===== config.mk =====
export PLATFORM = sky130hd
export DESIGN_NAME = pod_decoder
export DESIGN_NICKNAME = d
export VERILOG_FILES = /design/src/core/pod_pkg.sv /design/src/core/pod_decoder.sv /design/src/core/pod_rev_mem.sv /design/src/core/pod_feed_div.sv
export VERILOG_INCLUDE_DIRS = /design/src /design/src/core
export SDC_FILE = /design/constraint.sdc
export NUM_CORES = 2
export LEC_CHECK = 0
export ABC_AREA = 1
export ABC_CLOCK_PERIOD_IN_PS = 14000
export BUFFER_PORTS_ARGS = -buffer_cell sky130_fd_sc_hd__buf_4
export CELL_PAD_IN_SITES_DETAIL_PLACEMENT = 0
export CELL_PAD_IN_SITES_GLOBAL_PLACEMENT = 1
export CORE_AREA = 8 8 354 356
export CTS_CLUSTER_DIAMETER = 30
export DETAILED_ROUTE_END_ITERATION = 16
export DIE_AREA = 0 0 362 364
export PLACE_DENSITY = 0.66
export SLEW_MARGIN = 10
export SYNTH_ARGS = -nofsm -noshare
export SYNTH_HDL_FRONTEND = slang
export SYNTH_SLANG_ARGS = --single-unit

===== constraint.sdc =====
create_clock -name clock -period 14 [get_ports clock]
set_input_delay 2.1 -clock clock [delete_from_list [all_inputs] [get_ports clock]]
set_output_delay 2.1 -clock clock [all_outputs]
set_load 0.01 [all_outputs]

===== src/core/pod_cfg.svh =====
`ifndef POD_CFG_SVH
`define POD_CFG_SVH

// ----------------------------------------------------------------------
// Object dictionary map
// ----------------------------------------------------------------------
`define POD_IDX_REVS 16'h60ee
`define POD_IDX_OPT 16'h60f2
`define POD_OPT_RESET 16'h0001
`define POD_FEEDBACKS 8'h03
`define POD_REVS_RESET 32'h00000001

// ----------------------------------------------------------------------
// Option word fields
// ----------------------------------------------------------------------
`define POD_REL_LSB 0
`define POD_CIC_LSB 2
`define POD_RRO_LSB 4
`define POD_DIR_LSB 6
`define POD_IPO_LSB 8
`define POD_MS_BIT 15

// ----------------------------------------------------------------------
// Controlword bits
// ----------------------------------------------------------------------
`define POD_CW_NEWSP 4
`define POD_CW_REL 6

// ----------------------------------------------------------------------
// Timing
// ----------------------------------------------------------------------
`define POD_DIV_STEPS 6'h20

`endif


===== src/core/pod_pkg.sv =====
package pod_pkg;
   typedef enum logic [1:0] {POD_REL_PREV, POD_REL_RAMP, POD_REL_ACTUAL, POD_REL_RSVD} pod_rel_t;
   typedef enum logic [1:0] {POD_RLS_MASTER, POD_RLS_REACHED, POD_RLS_EARLY, POD_RLS_RSVD}
      pod_release_t;
   typedef enum logic [1:0] {POD_DIR_LINEAR, POD_DIR_NEG, POD_DIR_POS, POD_DIR_SHORT} pod_dir_t;
   typedef enum logic {POD_HS_IDLE, POD_HS_ACKED} pod_hs_t;
endpackage : pod_pkg


===== src/core/pod_decoder.sv =====
`timescale 1ns/1ps
`default_nettype none
`include "pod_cfg.svh"

module pod_decoder (
   input wire logic clock,
   input wire logic resetn,
   input wire logic odWrite,
   input wire logic odRead,
   input wire logic [15:0] odIndex,
   input wire logic [7:0] odSubindex,
   input wire logic [31:0] odWriteData,
   output logic odDone,
   output logic odAbort,
   output logic [31:0] odReadData,
   input wire logic [15:0] controlWord,
   input wire logic targetReached,
   input wire logic signed [31:0] requestedTarget,
   input wire logic signed [31:0] rampPosition,
   input wire logic signed [31:0] actualPosition,
   input wire logic signed [31:0] minLimit,
   input wire logic signed [31:0] maxLimit,
   output logic newSetpointClear,
   output logic setpointAck,
   output logic signed [31:0] targetPosition,
   output logic moveDirPositive,
   output logic moveWraps,
   output logic longMoveAllowed,
   output logic [1:0] changeImmediateSel,
   output logic [3:0] interpolationOption,
   output logic vendorSpecificBit,
   input wire logic feedStart,
   input wire logic [1:0] feedSelect,
   input wire logic [31:0] feedValue,
   output logic feedBusy,
   output logic feedDone,
   output logic feedSkipped,
   output logic [31:0] feedConstant
);
   logic [15:0] optWord;
   logic nsPrev;
   logic busySeen;
   logic signed [31:0] prevTarget;
   pod_pkg::pod_hs_t state;
   pod_pkg::pod_release_t latRelease;
   logic readFromMem;
   logic [31:0] localRead;
   logic [1:0] feedPend;
   logic [1:0] feedSelLat;
   logic [31:0] feedValLat;
   logic [31:0] memReadA;
   logic [31:0] memReadB;
   logic divBusy;

   // ----------------------------------------------------------------------
   // Option word decode
   // ----------------------------------------------------------------------
   pod_pkg::pod_rel_t relBaseSelect;
   pod_pkg::pod_release_t releaseSelect;
   pod_pkg::pod_dir_t rotationDirectionSelect;
   pod_pkg::pod_rel_t relEff;
   pod_pkg::pod_release_t releaseEff;
   assign relBaseSelect = pod_pkg::pod_rel_t'(optWord[`POD_REL_LSB +: 2]);
   assign releaseSelect = pod_pkg::pod_release_t'(optWord[`POD_RRO_LSB +: 2]);
   assign rotationDirectionSelect = pod_pkg::pod_dir_t'(optWord[`POD_DIR_LSB +: 2]);
   assign changeImmediateSel = optWord[`POD_CIC_LSB +: 2];
   assign interpolationOption = optWord[`POD_IPO_LSB +: 4];
   assign vendorSpecificBit = optWord[`POD_MS_BIT];
   assign relEff = (relBaseSelect == pod_pkg::POD_REL_RSVD) ? pod_pkg::POD_REL_PREV
      : relBaseSelect;
   assign releaseEff = (releaseSelect == pod_pkg::POD_RLS_RSVD) ? pod_pkg::POD_RLS_MASTER
      : releaseSelect;

   // ----------------------------------------------------------------------
   // Object dictionary access
   // ----------------------------------------------------------------------
   wire odAccess = odWrite || odRead;
   wire hitOpt = odIndex == `POD_IDX_OPT && odSubindex == 8'h00;
   wire hitCount = odIndex == `POD_IDX_REVS && odSubindex == 8'h00;
   wire hitEntry = odIndex == `POD_IDX_REVS && odSubindex != 8'h00
      && odSubindex <= `POD_FEEDBACKS;
   wire badAccess = odAccess && (!(hitOpt || hitCount || hitEntry)
      || (odWrite && odRead) || (odWrite && hitCount));
   wire goodWrite = odWrite && !badAccess;
   wire [1:0] entryAddr = odSubindex[1:0] - 2'h1;
   wire [31:0] nextLocal = hitOpt ? {16'h0000, optWord}
      : hitCount ? {24'h000000, `POD_FEEDBACKS} : 32'h00000000;
   assign odReadData = readFromMem ? memReadA : localRead;

   always_ff @(posedge clock or negedge resetn) begin
      if (!resetn) begin
         optWord <= `POD_OPT_RESET;
         odDone <= 1'b0;
         odAbort <= 1'b0;
         readFromMem <= 1'b0;
         localRead <= 32'h00000000;
      end else begin
         odDone <= odAccess;
         odAbort <= badAccess;
         readFromMem <= odRead && hitEntry && !badAccess;
         localRead <= (odRead && !badAccess) ? nextLocal : 32'h00000000;
         if (goodWrite && hitOpt) begin
            optWord <= odWriteData[15:0];
         end
      end
   end

   // ----------------------------------------------------------------------
   // Target resolution and direction policy
   // ----------------------------------------------------------------------
   wire nsBit = controlWord[`POD_CW_NEWSP];
   wire relBit = controlWord[`POD_CW_REL];
   wire accept = state == pod_pkg::POD_HS_IDLE && nsBit && !nsPrev;
   wire signed [31:0] relBase = (relEff == pod_pkg::POD_REL_RAMP) ? rampPosition
      : (relEff == pod_pkg::POD_REL_ACTUAL) ? actualPosition : prevTarget;
   wire signed [31:0] rawTarget = relBit ? 32'(relBase + requestedTarget)
      : requestedTarget;
   logic signed [32:0] wRaw;
   logic signed [32:0] wMin;
   logic signed [32:0] wMax;
   logic signed [32:0] wAct;
   assign wRaw = {rawTarget[31], rawTarget};
   assign wMin = {minLimit[31], minLimit};
   assign wMax = {maxLimit[31], maxLimit};
   assign wAct = {actualPosition[31], actualPosition};
   wire limitsOn = wMax > wMin;
   wire signed [32:0] span = wMax - wMin + 33'sh000000001;
   // Only one wrap is applied, so a preset more than a range beyond the limit stays outside.
   wire signed [32:0] linTarget = !limitsOn ? wRaw : (wRaw > wMax) ? wRaw - span
      : (wRaw < wMin) ? wRaw + span : wRaw;
   wire isLinear = rotationDirectionSelect == pod_pkg::POD_DIR_LINEAR;
   wire signed [31:0] finalTarget = isLinear ? linTarget[31:0] : rawTarget;
   wire signed [32:0] diff = {finalTarget[31], finalTarget} - wAct;
   wire signed [32:0] ahead = diff[32] ? diff + span : diff;
   wire shortPos = ahead < (span >>> 1);
   logic nextDirPos;
   logic nextWraps;

   always_comb begin
      unique case (rotationDirectionSelect)
         pod_pkg::POD_DIR_LINEAR: begin
            nextDirPos = finalTarget >= actualPosition;
            nextWraps = linTarget != wRaw;
         end
         pod_pkg::POD_DIR_NEG: begin
            nextDirPos = 1'b0;
            nextWraps = finalTarget > actualPosition;
         end
         pod_pkg::POD_DIR_POS: begin
            nextDirPos = 1'b1;
            nextWraps = finalTarget < actualPosition;
         end
         pod_pkg::POD_DIR_SHORT: begin
            nextDirPos = shortPos;
            nextWraps = shortPos ? finalTarget < actualPosition : finalTarget > actualPosition;
         end
      endcase
   end

   always_ff @(posedge clock or negedge resetn) begin
      if (!resetn) begin
         prevTarget <= 32'sh00000000;
         targetPosition <= 32'sh00000000;
         moveDirPositive <= 1'b1;
         moveWraps <= 1'b0;
         longMoveAllowed <= 1'b1;
      end else if (accept) begin
         prevTarget <= finalTarget;
         targetPosition <= finalTarget;
         moveDirPositive <= nextDirPos;
         moveWraps <= nextWraps;
         longMoveAllowed <= isLinear;
      end
   end

   // ----------------------------------------------------------------------
   // New-setpoint handshake
   // ----------------------------------------------------------------------
   // The reached flag may still be high from the last move, so a low level must be seen first.
   wire reachedNow = latRelease == pod_pkg::POD_RLS_REACHED && busySeen && targetReached;
   wire releaseNow = state == pod_pkg::POD_HS_ACKED
      && (reachedNow || latRelease == pod_pkg::POD_RLS_EARLY);
   wire masterDrop = state == pod_pkg::POD_HS_ACKED
      && latRelease == pod_pkg::POD_RLS_MASTER && !nsBit;
   assign newSetpointClear = releaseNow;
   assign setpointAck = state == pod_pkg::POD_HS_ACKED;

   always_ff @(posedge clock or negedge resetn) begin
      if (!resetn) begin
         state <= pod_pkg::POD_HS_IDLE;
         latRelease <= pod_pkg::POD_RLS_MASTER;
         nsPrev <= 1'b0;
         busySeen <= 1'b0;
      end else begin
         nsPrev <= nsBit && !releaseNow;
         if (accept) begin
            state <= pod_pkg::POD_HS_ACKED;
            latRelease <= releaseEff;
            busySeen <= 1'b0;
         end else if (releaseNow || masterDrop) begin
            state <= pod_pkg::POD_HS_IDLE;
         end else if (state == pod_pkg::POD_HS_ACKED && !targetReached) begin
            busySeen <= 1'b1;
         end
      end
   end

   // ----------------------------------------------------------------------
   // Revolutions array and feed constant
   // ----------------------------------------------------------------------
   // Two idle cycles let the registered divisor read settle before the divider starts.
   wire feedTake = feedStart && !feedBusy;
   assign feedBusy = feedPend != 2'b00 || divBusy;

   always_ff @(posedge clock or negedge resetn) begin
      if (!resetn) begin
         feedPend <= 2'b00;
         feedSelLat <= 2'b00;
         feedValLat <= 32'h00000000;
      end else begin
         feedPend <= {feedPend[0], feedTake};
         if (feedTake) begin
            feedSelLat <= feedSelect;
            feedValLat <= feedValue;
         end
      end
   end

   pod_rev_mem u_mem (
      .clock(clock),
      .resetn(resetn),
      .writeEn(goodWrite && hitEntry),
      .writeAddr(entryAddr),
      .writeData(odWriteData),
      .readAddrA(entryAddr),
      .readDataA(memReadA),
      .readAddrB(feedSelLat - 2'h1),
      .readDataB(memReadB)
   );

   pod_feed_div u_div (
      .clock(clock),
      .resetn(resetn),
      .start(feedPend[1]),
      .dividend(feedValLat),
      .divisor(memReadB),
      .busy(divBusy),
      .done(feedDone),
      .skipped(feedSkipped),
      .quotient(feedConstant)
   );
endmodule : pod_decoder

`default_nettype wire


===== src/core/pod_rev_mem.sv =====
`timescale 1ns/1ps
`default_nettype none
`include "pod_cfg.svh"

module pod_rev_mem (
   input wire logic clock,
   input wire logic resetn,
   input wire logic writeEn,
   input wire logic [1:0] writeAddr,
   input wire logic [31:0] writeData,
   input wire logic [1:0] readAddrA,
   output logic [31:0] readDataA,
   input wire logic [1:0] readAddrB,
   output logic [31:0] readDataB
);
   // Entry 0 is the sensorless feedback, the rest follow the sensor order.
   logic [31:0] entry [4];

   genvar i;
   generate
      for (i = 0; i < 4; i++) begin : g_entry
         if (i < 3) begin : g_live
            always_ff @(posedge clock or negedge resetn) begin
               if (!resetn) begin
                  entry[i] <= `POD_REVS_RESET;
               end else if (writeEn && writeAddr == 2'(i)) begin
                  entry[i] <= writeData;
               end
            end
         end else begin : g_none
            // An address past the last feedback reads zero.
            assign entry[i] = 32'h00000000;
         end
      end
   endgenerate

   always_ff @(posedge clock or negedge resetn) begin
      if (!resetn) begin
         readDataA <= 32'h00000000;
         readDataB <= 32'h00000000;
      end else begin
         readDataA <= entry[readAddrA];
         readDataB <= entry[readAddrB];
      end
   end
endmodule : pod_rev_mem

`default_nettype wire


===== src/core/pod_feed_div.sv =====
`timescale 1ns/1ps
`default_nettype none
`include "pod_cfg.svh"

module pod_feed_div (
   input wire logic clock,
   input wire logic resetn,
   input wire logic start,
   input wire logic [31:0] dividend,
   input wire logic [31:0] divisor,
   output logic busy,
   output logic done,
   output logic skipped,
   output logic [31:0] quotient
);
   logic [31:0] dvd;
   logic [31:0] dvs;
   logic [31:0] rem;
   logic [5:0] count;
   logic [31:0] origDvd;
   logic [31:0] origDvs;
   wire [33:0] shifted = {1'b0, rem, dvd[31]};
   wire [33:0] trial = shifted - {2'b00, dvs};
   wire fits = !trial[33];

   // ----------------------------------------------------------------------
   // Restoring division, one quotient bit per cycle
   // ----------------------------------------------------------------------
   always_ff @(posedge clock or negedge resetn) begin
      if (!resetn) begin
         busy <= 1'b0;
         done <= 1'b0;
         skipped <= 1'b0;
         quotient <= 32'h00000000;
         dvd <= 32'h00000000;
         dvs <= 32'h00000000;
         rem <= 32'h00000000;
         count <= 6'h00;
      end else begin
         done <= 1'b0;
         skipped <= 1'b0;
         if (!busy && start) begin
            // A zero divisor leaves the last feed constant untouched.
            if (divisor == 32'h00000000) begin
               skipped <= 1'b1;
            end else begin
               busy <= 1'b1;
               dvd <= dividend;
               dvs <= divisor;
               rem <= 32'h00000000;
               count <= `POD_DIV_STEPS;
            end
         end else if (busy) begin
            rem <= fits ? trial[31:0] : shifted[31:0];
            dvd <= {dvd[30:0], fits};
            count <= count - 6'h01;
            if (count == 6'h01) begin
               busy <= 1'b0;
               done <= 1'b1;
               quotient <= {dvd[30:0], fits};
            end
         end
      end
   end

   always_ff @(posedge clock or negedge resetn) begin
      if (!resetn) begin
         origDvd <= 32'h00000000;
         origDvs <= 32'h00000001;
      end else if (!busy && start) begin
         origDvd <= dividend;
         origDvs <= divisor;
      end
   end
endmodule : pod_feed_div

`default_nettype wire


==> impl_metrics.env <==
export IMPL_outcome="finished clean"
export IMPL_timing_max_transition_violations_final=0
export IMPL_synth_edf_count=0
export IMPL_drtIter0Drc=3045
export IMPL_asyncSetResetFlopFracSynth_pct=100
export IMPL_tritoncts="built"
export IMPL_synthDistinctLibCells=58
export IMPL_synth_nets=5843
export IMPL_dp_slack_ns=0.440
export IMPL_drt_first_pass_iters=8
export IMPL_path_common_cell="sky130_fd_sc_hd__nand2_1"
export IMPL_clk_insertion_delay_late_ns=0.64
export IMPL_first_global_vias=33600
export IMPL_reg2reg_depth=64
export IMPL_worstHoldStart="feedPend[0]"
export IMPL_grt_usage_pct=20.1
export IMPL_longest_clk_path_bufs=3
export IMPL_syn2layout_area_growth_pct=21.4
export IMPL_gr_total_overflow=0
export IMPL_power_static_leakage_nw=22.7
export IMPL_synth_seq_area_share_pct=28.7
export IMPL_port_buffer_count=370
export IMPL_grt_start_max_net_pins=179
export IMPL_cts_buffers_inserted=86
export IMPL_rrSetupSlack_ns=1.25
export IMPL_postSynthAreaPerCell_sq_um=6.85
export IMPL_dpl_hpwl_um=110000
export IMPL_timing_hold_worst_class="reg2reg"
export IMPL_cp_buffers_inverters=4
export IMPL_crit_slowest_cell="sky130_fd_sc_hd__o21ai_0"
export IMPL_combinational_family_with_the_most_area_after_synthesis="simple AND/OR/NAND/NOR gates"
export IMPL_power_density_nw_per_um2=260
export IMPL_hold_viol_final=0
export IMPL_layout_nets=6183
export IMPL_post_synth_inst_count=5191
export IMPL_worstMarginPinSlew_ns=1.19
export IMPL_clkSinkCount=408
export IMPL_yosys_warning_total=0
export IMPL_drtAntennaViolNets=0
export IMPL_critical_path_source_type="input port"
export IMPL_timing_worst_setup_path_type="in2reg"
export IMPL_clk_transition_reported_paths_ns=0.05
export IMPL_coreArea_sq_um=119000
export IMPL_max_cap_violations=0
export IMPL_worst_ir_drop_vdd_mv=0.190
export IMPL_family_with_the_most_delay_on_the_worst_path="compound AO/OA/AOI/OAI gates"
export IMPL_cts_htree_levels=3
export IMPL_fp_dieArea_sq_um=132000
export IMPL_fin_worst_hold_slack_ns=0.375
export IMPL_finalSetupTns_ns=0
export IMPL_start_util_pct=29.8
export IMPL_vias_per_cell=4.89
export IMPL_routed_via_count=35400
export IMPL_setup_repair_after_global_routing_missed_its_margin="no"
export IMPL_crit_path_max_incr_delay_ns=0.48
export IMPL_final_setup_viol_count=0
export IMPL_ios=385
export IMPL_arrival_ns=13.53
export IMPL_global_route_wire_length_before_repair_um=206000
export IMPL_hold_depth=0
export IMPL_regToRegEndpoint="moveWraps"
export IMPL_chipHeight_um=364
export IMPL_drt_total_wl_um=138000
export IMPL_hold_path_endpoint="feedPend[1]"
export IMPL_routed_wl_met2_um=58600
export IMPL_synthDominantAreaCellType="sky130_fd_sc_hd__dfrtp_1"
export IMPL_ys_ff_latch=408
export IMPL_slew_headroom_pct=20.1
export IMPL_drc_errors_left=0
export IMPL_layout_worst_path_cycle_share_pct=92.9
export IMPL_std_cell_rows=127
export IMPL_synthAdderAreaFrac_pct=13.8
export IMPL_hold_buffers=0
export IMPL_die_width_um=362
export IMPL_top_ff_cell_synth="sky130_fd_sc_hd__dfrtp_1"
export IMPL_syn_area_sq_um=35500
export IMPL_crit_required_ns=14.53
export IMPL_drive_above_1_share_pct=12.1
export IMPL_wire_per_inst_um=19.0
export IMPL_clock_fmax_mhz=76.9
export IMPL_finalCriticalPeriod_ns=13.01
export IMPL_netlist_area_leader_share_pct=28.3
export IMPL_final_common_cell="sky130_fd_sc_hd__nand2_1"
export IMPL_wirelength_met1_um=65500
export IMPL_synth_mux_area_share_pct=0.539
export IMPL_detailed_route_wirelength_on_metal3_um=10500
export IMPL_routed_top_layer="met5"
export IMPL_fraction_of_the_mapped_netlist_area_in_compound_gates_pct=17.8
export IMPL_synth_area_leaders="sky130_fd_sc_hd__dfrtp_1 (28%), sky130_fd_sc_hd__nand2_1 (14%), sky130_fd_sc_hd__ha_1 (13%)"
export IMPL_r2r_start="optWord[0]"
export IMPL_synth_xor_area_share_pct=4.01
export IMPL_largest_fanout_on_the_critical_path=16
export IMPL_simple_gate_share_of_the_synthesized_area_pct=24.6
export IMPL_finalClockSkew_ns=0.0504
export IMPL_finalWeightedCongestion=0.923
export IMPL_timing_critical_path_to_type="register"
export IMPL_number_of_antenna_violations_at_the_first_check_in_global_routing=24
export IMPL_mostFrequentLayoutCells="sky130_fd_sc_hd__nand2_1 (1344), sky130_fd_sc_hd__inv_1 (761), sky130_fd_sc_hd__o21ai_0 (492), sky130_fd_sc_hd__buf_4 (433), sky130_fd_sc_hd__dfrtp_1 (401)"
export IMPL_clock_tree_root_cell="sky130_fd_sc_hd__clkbuf_16"
export IMPL_tot_pwr_mw=11.2
export IMPL_finalWorstSetupSlack_ns=0.991
==> what timing repair did <==
| action | 4_1_cts | 5_1_grt |
|---|---|---|
| setup endpoints to repair | 0 | 1 |
| buffers inserted | 0 | 0 |
| resized for setup | 0 | 2 |
==> layer usage <==
| layer | up-vias | track usage (%) |
|---|---|---|
| met5 | - | 0 |
| met4 | 14 | 4.99 |
| met3 | 166 | 4.60 |
| met2 | 1110 | 30.4 |
| met1 | 16400 | 28.7 |
| li1 | 17700 | - |
==> worst reg2reg max path: cells and delay by family, from the launching register on <==
family | cells | cell delay [ns]
AOI/OAI and AO/OA | 18 | 4.15
and+or+nand+nor | 32 | 4.10
adders and majority gates | 6 | 2.11
buffers and inverters | 6 | 1.26
DFF | 1 | 0.56
xor gates and xnor gates | 2 | 0.44
==> where the power goes <==
group	total (mW)	internal (mW)	switching, mW
clock network	2.13	1.41	0.721
logic	7.78	2.73	5.06
registers	1.32	1.26	0.0630
total	11.2	5.40	5.84
==> how the worst max path moves through the flow <==
| stage | endpoint | slack [ns] | start | cells after the start |
|---|---|---|---|---|
| after floorplan | moveWraps | 3.28 | rampPosition[0] | 59 |
| after global placement | moveWraps | 0.58 | actualPosition[4] | 64 |
| after detailed placement | moveWraps | 0.44 | actualPosition[13] | 67 |
| after CTS | moveWraps | 1.09 | actualPosition[13] | 67 |
| after global routing | moveWraps | 0.006 | actualPosition[13] | 69 |
| final | moveWraps | 0.99 | actualPosition[4] | 61 |
==> state kept, by name, summed over array words and instances (netlist names), 2 cells and up <==
register and count:
feedSelLat 2, optWord 16, feedPend 2, latRelease 2, u_mem.entry 96, feedValLat 32
u_mem.readDataA 32, u_mem.readDataB 32, u_div.quotient 32, u_div.dvd 32, u_div.count 6, prevTarget 32
u_div.dvs 32, localRead 16, u_div.rem 32
==> metrics by stage <==
stage / instances / area, sq um / util [%]
3_5_place_dp: 7055 / 40100 / 33.6
2_1_floorplan: 5191 / 35500 / -
5_1_grt: 7220 / 43100 / 36.2
6_report: 7226 / 43200 / 36.2
3_3_place_gp: 7055 / 40100 / 33.6
4_1_cts: 7214 / 43100 / 36.1
==> Yosys cell counts, drive strengths merged, types with 20 or more instances <==
cell type,number
o221ai,48
nand3,242
nand2,1360
o21bai,22
or2,23
a31oi,28
a21o,20
ha,358
o22ai,34
inv,766
dfrtp,402
o21ai,521
fa,22
a21oi,380
nand4,50
o211ai,35
xor2,114
nor4,22
buf,68
clkbuf,115
nor3,55
xnor2,48
nor2,365
==> kinds of logic (layout without fill, tap and decap cells) <==
kind of cell,count (synthesis),count (layout)
adders and majority gates,380,380
muxes,17,17
buffers and inverters,953,1364
xor gates and xnor gates,162,162
DFF,408,408
and+or+nand+nor,2131,2131
other,0,12
AOI/OAI and AO/OA,1140,1140
==> layout make-up <==
type | instances | area, sq um
timing repair buffer | 435 | 3290
fill | 12900 | 76200
tap | 1612 | 2020
antenna | 12 | 30.0
sequential | 408 | 10200
clock buffer | 102 | 2300
clock inverter | 57 | 758
inverter | 770 | 2890
multi-input combinational | 3830 | 21700
Power figures use the tool's default switching activity.
